`src/hdl/status_filter_pkg.sv`:
```
// Constants for the status transition filter bank
package status_filter_pkg;

	localparam int unsigned   SET_COUNT = 6;
	localparam int unsigned   BIT_COUNT = 16;

	// Register set indices
	localparam logic [2:0]    SET_MEAS = 3'h0;
	localparam logic [2:0]    SET_QUES = 3'h1;
	localparam logic [2:0]    SET_OPER = 3'h2;
	localparam logic [2:0]    SET_TRIG = 3'h3;
	localparam logic [2:0]    SET_ARM  = 3'h4;
	localparam logic [2:0]    SET_SEQ  = 3'h5;

	// Register selected by a command
	typedef enum logic [1:0] {
		REG_RISE,
		REG_FALL,
		REG_EVENT,
		REG_COND
	} reg_sel_t;

	// Reset and preset values
	localparam logic [15:0]   RISE_MASK_RST = 16'hffff;
	localparam logic [15:0]   FALL_MASK_RST = 16'h0000;

	// Measurement bit positions
	localparam int unsigned   reading_over_range      = 0;
	localparam int unsigned   below_first_low_limit   = 1;
	localparam int unsigned   above_first_high_limit  = 2;
	localparam int unsigned   below_second_low_limit  = 3;
	localparam int unsigned   above_second_high_limit = 4;
	localparam int unsigned   reading_ready           = 5;
	localparam int unsigned   buffer_has_readings     = 7;
	localparam int unsigned   buffer_half             = 8;
	localparam int unsigned   buffer_full_flag        = 9;
	localparam int unsigned   buffer_pretrigger_done  = 11;

	// Questionable bit positions
	localparam int unsigned   QUES_TEMP = 4;
	localparam int unsigned   QUES_CAL  = 8;
	localparam int unsigned   QUES_WARN = 14;

	// Operation bit positions
	localparam int unsigned   OPER_CAL    = 0;
	localparam int unsigned   OPER_SETTLE = 1;
	localparam int unsigned   OPER_TRIG   = 5;
	localparam int unsigned   OPER_ARM    = 6;
	localparam int unsigned   OPER_CALC   = 9;
	localparam int unsigned   OPER_IDLE   = 10;

	// Bits that carry an event; all others never latch
	localparam logic [15:0]   MEAS_VALID = 16'h0bbf;
	localparam logic [15:0]   QUES_VALID = 16'h4110;
	localparam logic [15:0]   OPER_VALID = 16'h0663;
	localparam logic [15:0]   TRIG_VALID = 16'h0002;
	localparam logic [15:0]   ARM_VALID  = 16'h0002;
	localparam logic [15:0]   SEQ_VALID  = 16'h0006;

endpackage : status_filter_pkg

```
`src/hdl/mask_if.sv`:
```
// Carrier of one set's rise and fall masks between storage and filter
`timescale 1ns/1ps
interface mask_if;
	logic [15:0] rise_mask;
	logic [15:0] fall_mask;
	modport owner (output rise_mask, output fall_mask);
	modport user  (input rise_mask, input fall_mask);
endinterface : mask_if

```
`src/hdl/mask_pair.sv`:
```
// Rise and fall mask storage for one register set
`timescale 1ns/1ps
module mask_pair
	import status_filter_pkg::*;
(
	input  wire logic        clk_sys,
	input  wire logic        rst_n,
	input  wire logic        preset,
	input  wire logic        wr_rise,
	input  wire logic        wr_fall,
	input  wire logic [15:0] wdata,
	mask_if.owner            m
);
	logic [15:0] rise_r;
	logic [15:0] rise_nxt;
	logic [15:0] fall_r;
	logic [15:0] fall_nxt;

	// Preset beats a write in the same cycle
	always_comb begin
		rise_nxt = rise_r;
		fall_nxt = fall_r;
		if (preset) begin
			rise_nxt = RISE_MASK_RST;
			fall_nxt = FALL_MASK_RST;
		end else begin
			if (wr_rise)
				rise_nxt = wdata;
			if (wr_fall)
				fall_nxt = wdata;
		end
	end

	always_ff @(posedge clk_sys) begin
		if (!rst_n) begin
			rise_r <= RISE_MASK_RST;
			fall_r <= FALL_MASK_RST;
		end else begin
			rise_r <= rise_nxt;
			fall_r <= fall_nxt;
		end
	end

	assign m.rise_mask = rise_r;
	assign m.fall_mask = fall_r;
endmodule : mask_pair

```
`src/hdl/status_transition_bank.sv`:
```
// Six-set positive and negative transition filter bank with command port
// Behaviour
// - Six sets, each with own rise mask
// - Power-up sets all rise mask bits
// - Preset sets rise masks; clear-status keeps them
// - Enabled rising condition sets event bit
// - Mask one enables, zero disables detection
// - Mask query returns current bits exactly
// - Measurement bit 0 is reading overflow
// - Bits 1,2 are first low/high limits
// - Bits 3,4 are second low/high limits
// - Measurement bit 5 is reading ready
// - Bit 7 means buffer holds two readings
// - Bits 8,9 are buffer half and full
// - Bit 11 pretrigger; others have no event
// - Questionable bit 4 is temperature summary
// - Questionable bit 8 is calibration summary
// - Bit 14 command warning; bit 15 zero
// - Operation bits 0,1 calibrating and settling
// - Operation bits 5,6 trigger and arm wait
// - Operation bits 9,10 calculating and idle
// - Each set has matching fall mask
// - Enabled falling condition sets event bit
// - Power-up and preset clear fall masks
`timescale 1ns/1ps
module status_transition_bank
	import status_filter_pkg::*;
(
	input  wire logic        clk_sys,
	input  wire logic        rst_n,
	input  wire logic        cmd_valid,
	input  wire logic        cmd_write,
	input  wire logic [2:0]  cmd_set,
	input  wire reg_sel_t    cmd_reg,
	input  wire logic [15:0] cmd_wdata,
	input  wire logic        preset,
	input  wire logic        clear_status,
	input  wire logic [15:0] cond_meas,
	input  wire logic [15:0] cond_ques,
	input  wire logic [15:0] cond_oper,
	input  wire logic [15:0] cond_trig,
	input  wire logic [15:0] cond_arm,
	input  wire logic [15:0] cond_seq,
	output logic             rsp_valid,
	output logic      [15:0] rsp_data,
	output logic      [15:0] event_meas,
	output logic      [15:0] event_ques,
	output logic      [15:0] event_oper,
	output logic      [15:0] event_trig,
	output logic      [15:0] event_arm,
	output logic      [15:0] event_seq
);
	logic [15:0] cond_a  [SET_COUNT];
	logic [15:0] ev_a    [SET_COUNT];
	logic [15:0] rise_a  [SET_COUNT];
	logic [15:0] fall_a  [SET_COUNT];
	logic [15:0] valid_a [SET_COUNT];
	logic        wr_rise [SET_COUNT];
	logic        wr_fall [SET_COUNT];

	logic        rsp_valid_r;
	logic        rsp_valid_nxt;
	logic [15:0] rsp_data_r;
	logic [15:0] rsp_data_nxt;

	always_comb begin
		cond_a[0]  = cond_meas;
		cond_a[1]  = cond_ques;
		cond_a[2]  = cond_oper;
		cond_a[3]  = cond_trig;
		cond_a[4]  = cond_arm;
		cond_a[5]  = cond_seq;
		valid_a[0] = MEAS_VALID;
		valid_a[1] = QUES_VALID;
		valid_a[2] = OPER_VALID;
		valid_a[3] = TRIG_VALID;
		valid_a[4] = ARM_VALID;
		valid_a[5] = SEQ_VALID;
	end

	// One mask pair and one filter per set
	for (genvar i = 0; i < SET_COUNT; i++) begin : g_set
		mask_if mi ();

		assign wr_rise[i] = cmd_valid && cmd_write && cmd_set == 3'(i)
		                    && cmd_reg == REG_RISE;
		assign wr_fall[i] = cmd_valid && cmd_write && cmd_set == 3'(i)
		                    && cmd_reg == REG_FALL;
		assign rise_a[i]  = mi.rise_mask;
		assign fall_a[i]  = mi.fall_mask;

		mask_pair u_masks (
			.clk_sys (clk_sys),
			.rst_n   (rst_n),
			.preset  (preset),
			.wr_rise (wr_rise[i]),
			.wr_fall (wr_fall[i]),
			.wdata   (cmd_wdata),
			.m       (mi)
		);

		// Filter needs an elaboration-time constant, not the query copy
		localparam logic [15:0] SET_VALID = (i == 0) ? MEAS_VALID
		                                  : (i == 1) ? QUES_VALID
		                                  : (i == 2) ? OPER_VALID
		                                  : (i == 3) ? TRIG_VALID
		                                  : (i == 4) ? ARM_VALID
		                                  : SEQ_VALID;

		transition_filter #(
			.VALID (SET_VALID)
		) u_filter (
			.clk_sys      (clk_sys),
			.rst_n        (rst_n),
			.clear_events (clear_status),
			.cond         (cond_a[i]),
			.m            (mi),
			.events       (ev_a[i])
		);
	end

	// Query path; an unknown set answers zero, a write answers nothing
	always_comb begin
		rsp_valid_nxt = cmd_valid && !cmd_write;
		rsp_data_nxt  = rsp_data_r;
		if (cmd_valid && !cmd_write) begin
			rsp_data_nxt = 16'h0000;
			if (cmd_set < 3'(SET_COUNT)) begin
				case (cmd_reg)
					REG_RISE:  rsp_data_nxt = rise_a[cmd_set];
					REG_FALL:  rsp_data_nxt = fall_a[cmd_set];
					REG_EVENT: rsp_data_nxt = ev_a[cmd_set];
					default:   rsp_data_nxt = cond_a[cmd_set] & valid_a[cmd_set];
				endcase
			end
		end
	end

	always_ff @(posedge clk_sys) begin
		if (!rst_n) begin
			rsp_valid_r <= 1'b0;
			rsp_data_r  <= 16'h0000;
		end else begin
			rsp_valid_r <= rsp_valid_nxt;
			rsp_data_r  <= rsp_data_nxt;
		end
	end

	assign rsp_valid  = rsp_valid_r;
	assign rsp_data   = rsp_data_r;
	assign event_meas = ev_a[0];
	assign event_ques = ev_a[1];
	assign event_oper = ev_a[2];
	assign event_trig = ev_a[3];
	assign event_arm  = ev_a[4];
	assign event_seq  = ev_a[5];

	property p_reset_masks;
		@(posedge clk_sys) !rst_n |=> (rise_a[0] == 16'hffff && fall_a[5] == 16'h0000);
	endproperty
	a_reset_masks: assert property (p_reset_masks) else $error("masks wrong after reset");

	property p_preset_rise;
		@(posedge clk_sys) disable iff (!rst_n)
		preset |=> (rise_a[2] == 16'hffff && rise_a[5] == 16'hffff);
	endproperty
	a_preset_rise: assert property (p_preset_rise) else $error("preset left rise mask");

	property p_preset_fall;
		@(posedge clk_sys) disable iff (!rst_n)
		preset |=> (fall_a[0] == 16'h0000 && fall_a[1] == 16'h0000);
	endproperty
	a_preset_fall: assert property (p_preset_fall) else $error("preset left fall mask");

	property p_cls_keeps;
		@(posedge clk_sys) disable iff (!rst_n)
		(clear_status && !preset && !cmd_valid) |=> (rise_a[1] == $past(rise_a[1])
		                                            && fall_a[1] == $past(fall_a[1]));
	endproperty
	a_cls_keeps: assert property (p_cls_keeps) else $error("clear changed a mask");

	property p_rise_sets;
		@(posedge clk_sys) disable iff (!rst_n)
		($rose(cond_meas[reading_over_range]) && rise_a[0][reading_over_range])
		|=> event_meas[reading_over_range] ##1 (event_meas[reading_over_range] || $past(clear_status));
	endproperty
	a_rise_sets: assert property (p_rise_sets) else $error("rising edge lost");

	property p_masked;
		@(posedge clk_sys) disable iff (!rst_n)
		($rose(cond_meas[below_first_low_limit]) && !rise_a[0][below_first_low_limit]
		 && !event_meas[below_first_low_limit]) |=> !event_meas[below_first_low_limit];
	endproperty
	a_masked: assert property (p_masked) else $error("masked edge latched");

	property p_fall_sets;
		@(posedge clk_sys) disable iff (!rst_n)
		($fell(cond_ques[QUES_TEMP]) && fall_a[1][QUES_TEMP]) |=> event_ques[QUES_TEMP];
	endproperty
	a_fall_sets: assert property (p_fall_sets) else $error("falling edge lost");

	property p_query;
		@(posedge clk_sys) disable iff (!rst_n)
		(cmd_valid && !cmd_write && cmd_set == SET_OPER && cmd_reg == REG_RISE)
		|=> (rsp_valid && rsp_data == $past(rise_a[2]));
	endproperty
	a_query: assert property (p_query) else $error("query answer wrong");

	property p_ques15;
		@(posedge clk_sys) disable iff (!rst_n) !event_ques[15] && !event_meas[6];
	endproperty
	a_ques15: assert property (p_ques15) else $error("unassigned bit latched");

	property p_sticky;
		@(posedge clk_sys) disable iff (!rst_n)
		(event_oper[OPER_CAL] && !clear_status) |=> event_oper[OPER_CAL];
	endproperty
	a_sticky: assert property (p_sticky) else $error("event dropped");

	property p_write_fall;
		@(posedge clk_sys) disable iff (!rst_n)
		(cmd_valid && cmd_write && cmd_set == SET_SEQ && cmd_reg == REG_FALL && !preset)
		|=> fall_a[5] == $past(cmd_wdata);
	endproperty
	a_write_fall: assert property (p_write_fall) else $error("fall mask write lost");

	// Shared write data must only land in the addressed set
	property p_sets_apart;
		@(posedge clk_sys) disable iff (!rst_n)
		(cmd_valid && cmd_write && cmd_set == SET_MEAS && !preset)
		|=> (rise_a[1] == $past(rise_a[1]) && fall_a[1] == $past(fall_a[1]));
	endproperty
	a_sets_apart: assert property (p_sets_apart) else $error("write reached another set");

	property p_unmapped;
		@(posedge clk_sys) disable iff (!rst_n)
		(cmd_valid && !cmd_write && cmd_set > SET_SEQ) |=> (rsp_valid && rsp_data == 16'h0000);
	endproperty
	a_unmapped: assert property (p_unmapped) else $error("unmapped set gave data");

	property p_no_answer;
		@(posedge clk_sys) disable iff (!rst_n)
		!(cmd_valid && !cmd_write) |=> !rsp_valid;
	endproperty
	a_no_answer: assert property (p_no_answer) else $error("answer without query");

	property p_high_one;
		@(posedge clk_sys) disable iff (!rst_n)
		($rose(cond_meas[above_first_high_limit]) && rise_a[0][above_first_high_limit])
		|=> event_meas[above_first_high_limit];
	endproperty
	a_high_one: assert property (p_high_one) else $error("first high limit lost");

	property p_high_two;
		@(posedge clk_sys) disable iff (!rst_n)
		($rose(cond_meas[above_second_high_limit]) && rise_a[0][above_second_high_limit])
		|=> event_meas[above_second_high_limit];
	endproperty
	a_high_two: assert property (p_high_two) else $error("second high limit lost");

	property p_ready;
		@(posedge clk_sys) disable iff (!rst_n)
		($rose(cond_meas[reading_ready]) && rise_a[0][reading_ready]) |=> event_meas[reading_ready];
	endproperty
	a_ready: assert property (p_ready) else $error("reading ready lost");

	property p_avail;
		@(posedge clk_sys) disable iff (!rst_n)
		($rose(cond_meas[buffer_has_readings]) && rise_a[0][buffer_has_readings])
		|=> event_meas[buffer_has_readings];
	endproperty
	a_avail: assert property (p_avail) else $error("buffer readings lost");

	property p_half;
		@(posedge clk_sys) disable iff (!rst_n)
		($rose(cond_meas[buffer_half]) && rise_a[0][buffer_half]) |=> event_meas[buffer_half];
	endproperty
	a_half: assert property (p_half) else $error("buffer half lost");

	property p_pretrig;
		@(posedge clk_sys) disable iff (!rst_n)
		($rose(cond_meas[buffer_pretrigger_done]) && rise_a[0][buffer_pretrigger_done])
		|=> event_meas[buffer_pretrigger_done];
	endproperty
	a_pretrig: assert property (p_pretrig) else $error("pretrigger lost");

	property p_ques_cal;
		@(posedge clk_sys) disable iff (!rst_n)
		($rose(cond_ques[QUES_CAL]) && rise_a[1][QUES_CAL]) |=> event_ques[QUES_CAL];
	endproperty
	a_ques_cal: assert property (p_ques_cal) else $error("calibration summary lost");

	property p_settle;
		@(posedge clk_sys) disable iff (!rst_n)
		($rose(cond_oper[OPER_SETTLE]) && rise_a[2][OPER_SETTLE]) |=> event_oper[OPER_SETTLE];
	endproperty
	a_settle: assert property (p_settle) else $error("settling lost");

	property p_arm_wait;
		@(posedge clk_sys) disable iff (!rst_n)
		($fell(cond_oper[OPER_ARM]) && fall_a[2][OPER_ARM]) |=> event_oper[OPER_ARM];
	endproperty
	a_arm_wait: assert property (p_arm_wait) else $error("arm wait lost");

	property p_idle;
		@(posedge clk_sys) disable iff (!rst_n)
		($rose(cond_oper[OPER_IDLE]) && rise_a[2][OPER_IDLE]) |=> event_oper[OPER_IDLE];
	endproperty
	a_idle: assert property (p_idle) else $error("idle entry lost");

	property p_both_edges;
		@(posedge clk_sys) disable iff (!rst_n)
		($changed(cond_meas[reading_over_range]) && rise_a[0][reading_over_range]
		 && fall_a[0][reading_over_range]) |=> event_meas[reading_over_range];
	endproperty
	a_both_edges: assert property (p_both_edges) else $error("two-way edge lost");

	c_rise: cover property (@(posedge clk_sys) disable iff (!rst_n)
		$rose(event_meas[buffer_full_flag]));
	c_fall: cover property (@(posedge clk_sys) disable iff (!rst_n)
		$fell(cond_ques[QUES_WARN]) ##1 $rose(event_ques[QUES_WARN]));
	c_write_query: cover property (@(posedge clk_sys) disable iff (!rst_n)
		(cmd_valid && cmd_write && cmd_reg == REG_RISE) ##1 (cmd_valid && !cmd_write));
	c_preset: cover property (@(posedge clk_sys) disable iff (!rst_n) preset);
endmodule : status_transition_bank

```
`src/hdl/transition_filter.sv`:
```
// Edge detection and sticky event latch for one register set
`timescale 1ns/1ps
module transition_filter
	import status_filter_pkg::*;
#(
	parameter logic [15:0] VALID = 16'hffff
)(
	input  wire logic        clk_sys,
	input  wire logic        rst_n,
	input  wire logic        clear_events,
	input  wire logic [15:0] cond,
	mask_if.user             m,
	output logic      [15:0] events
);
	logic [15:0] prev_r;
	logic [15:0] prev_nxt;
	logic [15:0] ev_r;
	logic [15:0] ev_nxt;
	logic [15:0] hit;
	logic [15:0] cond_v;

	always_comb begin
		cond_v   = cond & VALID;
		prev_nxt = cond_v;
		hit      = (cond_v & ~prev_r & m.rise_mask)
		         | (~cond_v & prev_r & m.fall_mask);
		// Set wins over clear so no edge is lost
		ev_nxt = (clear_events ? 16'h0000 : ev_r) | hit;
	end

	always_ff @(posedge clk_sys) begin
		if (!rst_n) begin
			prev_r <= 16'h0000;
			ev_r   <= 16'h0000;
		end else begin
			prev_r <= prev_nxt;
			ev_r   <= ev_nxt;
		end
	end

	assign events = ev_r;
endmodule : transition_filter

```
`config.mk`:
```
export PLATFORM = sky130hd
export DESIGN_NAME = status_transition_bank
export DESIGN_NICKNAME = d
export VERILOG_FILES = /design/src/hdl/status_filter_pkg.sv /design/src/hdl/mask_if.sv /design/src/hdl/mask_pair.sv /design/src/hdl/status_transition_bank.sv /design/src/hdl/transition_filter.sv
export SDC_FILE = /design/constraint.sdc
export NUM_CORES = 1
export LEC_CHECK = 0
export BUFFER_PORTS_ARGS = -buffer_cell sky130_fd_sc_hd__buf_2
export CAP_MARGIN = 15
export CORE_MARGIN = 4
export CORE_UTILIZATION = 56
export CTS_CLUSTER_DIAMETER = 50
export DETAILED_ROUTE_END_ITERATION = 16
export GPL_TIMING_DRIVEN = 0
export HOLD_SLACK_MARGIN = 0.06
export PLACE_DENSITY = 0.8
export SLEW_MARGIN = 25
export SYNTH_ARGS = -nofsm -noshare
export SYNTH_HDL_FRONTEND = slang
export SYNTH_HIERARCHICAL = 1
export SYNTH_SLANG_ARGS = --single-unit
```
`constraint.sdc`:
```
create_clock -name clk_sys -period 2.83 [get_ports clk_sys]
set_clock_uncertainty 0.15 [all_clocks]
set_input_delay 0.283 -clock clk_sys [delete_from_list [all_inputs] [get_ports clk_sys]]
set_output_delay 0.283 -clock clk_sys [all_outputs]
set_load 0.02 [all_outputs]
```
# ---- Yosys cells after proc, flatten, opt, wreduce, memory -nomap -nowiden
# Memory sizes are Yosys's and may differ from the RTL's.
# Index checks and enable logic that the tools add are counted.
dict set report word_totals {
  regBits 401
  output_inout_bits 113
  in_bits 123
  rom_bits 128
  memories 1
  wordCells 139
}
# name depth word_bits read_ports rd_ports_with_merged_regs write_ports line_no
set memory_table {}
lappend memory_table {{(no name shown)} 8 16 1 0 0 status_transition_bank.sv:133} ;# default: rsp_data_nxt = cond_a[cmd_set] & valid_a[cmd_set];
dict set report op_classes {
  n_lt_le_gt_ge 2
  reduce_logical 24
  bitwise 51
  n_eq_ne 7
  muxes 22
}
# cell count
set op_table {}
lappend op_table {{$and 16x16->16} 19}
lappend op_table {{$mux 16} 17}
lappend op_table {{$bmux 16 s3} 4}
lappend op_table {{$or 16x16->16} 12}
lappend op_table {{$not 16->16} 6}
lappend op_table {{$pmux 16 s3} 1}
lappend op_table {{$and 2x16->16} 2}
lappend op_table {{$not 2->16} 2}
lappend op_table {{$logic_and 1x1->1} 20}
lappend op_table {{$and 11x16->16} 1}
lappend op_table {{$and 12x16->16} 1}
lappend op_table {{$and 15x16->16} 1}
lappend op_table {{$and 3x16->16} 1}
lappend op_table {{$not 11->16} 1}
lappend op_table {{$not 12->16} 1}
lappend op_table {{$not 15->16} 1}
lappend op_table {{$not 3->16} 1}
lappend op_table {{$eq 3x2->1 const B} 2}
lappend op_table {{$eq 3x3->1 const B} 2}
lappend op_table {{$ge 4x4->1 const B} 1}
lappend op_table {{$not 3->4} 1}
lappend op_table {{$eq 3x1->1 const B} 1}
lappend op_table {{$logic_not 3->1} 1}
lappend op_table {{$lt 3x3->1 const B} 1}
lappend op_table {{6 further kinds} 6}

# ---- Logic depth before layout (Yosys ltp)
dict set report depth {
  word_depth 7
  ltp_mapped 10
}

# ---- By module
# Netlist, hierarchy kept.
# module instances area_each_um2 cells_per_inst seq_area_each_um2
set by_module_without_submodules {}
lappend by_module_without_submodules {mask_pair 6 1182.4 106 640.6}
lappend by_module_without_submodules {status_transition_bank 1 3460.8 409 340.3}
lappend by_module_without_submodules {{transition_filter at g_set[0].u_filter} 1 837.1 81 400.4}
lappend by_module_without_submodules {{transition_filter at g_set[2].u_filter} 1 558.0 55 240.2}
lappend by_module_without_submodules {{transition_filter at g_set[3].u_filter ...} 2 193.9 23 40.0}
lappend by_module_without_submodules {{transition_filter at g_set[1].u_filter} 1 345.3 36 120.1}
lappend by_module_without_submodules {{transition_filter at g_set[5].u_filter} 1 264.0 29 80.1}

# ---- Worst setup path after synthesis
# No wires, ideal clock.
dict set report synth_path {
  kind {input-to-reg}
  startpoint {input port cmd_reg[0]}
  endpoint {register g_set[1].u_masks.fall_r[10]}
  t_arrival_ns 1.910
  path_stages 9
  path_slack_ns 0.656
  setup_ns 0.114
  cell_sequence {clkbuf_1 -> clkinv_1 -> nor2_1 -> nand3_1 -> nor3_1 -> buf_6 -> buf_12 -> mux2i_1 -> nor2_1}
}
# item line_no
set synth_rtl {}
lappend synth_rtl {{start, declared} status_transition_bank.sv:34} ;# input wire reg_sel_t cmd_reg,
lappend synth_rtl {{end signal, assigned} mask_pair.sv:40} ;# fall_r <= fall_nxt;
lappend synth_rtl {{end, declared} mask_pair.sv:16} ;# logic [15:0] fall_r;

==> impl_metrics.yaml <==
outcome:
  status: "complete, no violations"
worst_setup_path:
  worstPathMaxFanout: 10
  reg2reg_from: "g_set[2].u_masks/m.fall_mask[10]$_SDFFE_PP0P_"
  crit_slowest_cell: "nor2_1"
  cp.required_ps: 3120
  cp.arrival_ps: 3030
  end_kind: "flop"
  rrSetupSlack_ps: 790
  max_stage_delay_ps: 530
  r2r_cells: 5
  cp-start-kind: "input port"
  crit_start: "cmd_reg[1]"
  reg2reg_to: "rsp_data[10]$_SDFFE_PN0P_"
  crit_end: "g_set[2].u_masks/m.fall_mask[11]$_SDFFE_PP0P_"
  path_cells: "buf_2, clkbuf_1, clkbuf_1, nor2_1, nand3_1, nor3_1, buf_6, buf_12, mux2i_1, nor2_1"
  path_class: "input port to flop"
layout:
  drive_above_1_share: 0.212
  final_util: 0.672
  fin_nets: 1639
  fin_cells: 1820
  n_antenna_cell: 0
  areaGrowthSynthToFinish_pct: 17.8
synth:
  synth_most_common_cell: "mux2i_1"
  netlist.area_leader.share: 0.394
  synthArstFlopShare: 0
  synth_commonest_cells: "mux2i_1 (270), dfxtp_1 (255), nand2_1 (132)"
  synthTopCellsByArea: "dfxtp_1 (39%), mux2i_1 (21%), buf_4 (5.2%), mux4_2 (4.5%), nand2_1 (3.8%)"
  synth_area_per_cell_um2: 10.0
  syn_inst: 1292
  yosysSeqAreaShare: 0.394
  synth.distinct_cells: 58
  yosys_register_bits: 255
  synth_edf_count: 0
  yosys_warnings: 6
  ys.flop_type: "dfxtp_1"
  syn_area_mm2: 0.0129
  synth_top_cell_by_area: "dfxtp_1"
detailed_routing:
  drt-total-wl_mm: 46.0
  drt-met1-wl_mm: 17.8
  drc: 0
  met3_length_mm: 6.15
  top_layer: "met4"
  dr_wl_met2_mm: 19.9
  wl_per_cell_um: 25.3
  via_per_inst: 6.16
  vias: 11200
  drtAntennaViolNets: 0
  drtIter0Drc: 1396
  first_pass_iters: 7
placement:
  place_congestion: 1.01
  dpl.hpwl_mm: 32.4
  place_inst: 1733
  port-buffer-count: 89
floorplanning:
  core_mm2: 0.0227
  start_util: 0.570
  rows: 55
  die-area_mm2: 0.0256
  die_h_um: 160
  die_x_um: 160
  io_pins: 236
sta:
  drv_slew: 0
  worstMarginPinSlew_ps: 1070
  fin_crit_sh: 0.968
  period_needed_ps: 2740
  setup_viol: 0
  max_slew_margin: 0.286
  rsz0062_at_grt: "false"
  hold_ws_ps: 119
  hold_violations: 0
  max_freq_mhz: 365
global_route:
  grt_pass1_wl_mm: 67.8
  grt_max_degree: 46
  grt_pass1_vias: 10700
  grt-ovfl-total: 0
  grt.total_usage: 0.344
  antenna_found_initial: 0
min_path:
  hold_class: "input port to flop"
clocking:
  cts_max_level: 1
  cts_root_buf: "clkbuf_16"
  cts.sinks: 255
  cts_inserted_buffers: 27
  cts_max_path_buffers: 3
  clkTransAtPathRegs_ps: 60
  clock_latency_ps: 550
  cts_post_setup_buffers_inserted: 0
  cts_tree: "done"
pwr:
  ir_drop_mv: 0.374
  p_per_area_mw_per_mm2: 538
  leakage_nw: 5.97
  power_mw: 8.21
job:
  drv_cap: 0
==> power by group <==
part	switching, mW	leakage (nW)	internal, mW	total (mW)
sequential	0.0411	2.07	3.65	3.69
clock	1.43	0.415	2.01	3.43
combinational	0.694	3.48	0.395	1.09
==> area by class of cell <==
| cell class | instances | area [um^2] |
|---|---|---|
| sequential | 255 | 5100 |
| fill | 1780 | 7460 |
| tap | 285 | 357 |
| inverter | 7 | 30.0 |
| multi-input combinational | 930 | 6730 |
| clock inverter | 4 | 48.8 |
| timing repair buffer | 129 | 846 |
| buffer | 166 | 1340 |
| clock buffer | 44 | 800 |
==> per-layer routing <==
layer,track usage,up-vias
li1,-,4926
met1,0.464,5298
met2,0.528,842
met3,0.0870,144
met4,0.147,0
met5,0,-
==> how the worst min path moves through the flow <==
stage                                   start                                endpoint  slack (ps)  cells past startpoint
finish                              cmd_valid                    rsp_valid$_SDFF_PN0_         120                      3
detailed placement  rsp_data[15]$_SDFFE_PN0P_               rsp_data[15]$_SDFFE_PN0P_         290                      2
global route                        cmd_valid                    rsp_valid$_SDFF_PN0_         130                      3
CTS                                 cmd_valid                    rsp_valid$_SDFF_PN0_         100                      3
global placement    rsp_data[15]$_SDFFE_PN0P_               rsp_data[15]$_SDFFE_PN0P_         280                      2
floorplan                        cond_meas[0]  g_set[0].u_filter/prev_r[0]$_SDFF_PN0_         250                      1
==> stage by stage <==
step	setup TNS (ps)	setup WS, ps	area [um^2]
after floorplan	0	656	13200
after global placement	-65580	-540	14000
after detailed placement	-66510	-537	14000
after CTS	0	30.7	15200
after global routing	0	97.8	15300
final	0	89.6	15300
==> cells by family (layout without fill, tap and decap cells) <==
group                  count (synthesis)  after routing  share of synthesized area
AND/OR/NAND/NOR                      427            427                      0.166
multiplexers                         309            309                      0.266
flip-flops                           255            255                      0.394
buffers and inverters                174            350                      0.106
AO/OA/AOI/OAI                        121            121                     0.0656
other                                  6             73                    0.00174
==> layout by cell type, fill, tap and decap left out, types with 22 or more instances in the layout <==
cell / count
buf_2: 106
buf_4: 90
buf_6: 22
clkbuf_1: 28
clkbuf_16: 27
conb_1: 73
dfxtp_1: 255
dlygate4sd3_1: 40
mux2i_1: 270
mux4_2: 26
nand2_1: 132
nand3_1: 27
nand3b_1: 23
nand4b_1: 46
nor2_1: 121
o21ai_0: 27
==> flip-flops by register name (all words and copies together) (netlist names) <==
| name | cells |
|---|---|
| rsp_data | 16 |
| rsp_valid | 1 |
| g_set.u_filter/events | 23 |
| g_set.u_masks/m.rise_mask | 96 |
| g_set.u_filter/prev_r | 23 |
| g_set.u_masks/m.fall_mask | 96 |
==> critical path, delay by kind of cell <==
family,cells,cell delay (ps)
simple gates,4,1300
mux,1,220
buf+inv,5,1220
==> repair_timing <==
item,4_1_cts,5_1_grt
setup endpoints to repair,0,87
hold buffers,40,0
hold endpoints to repair,204,0
resized for setup,0,2
Power figures use the tool's default switching activity.
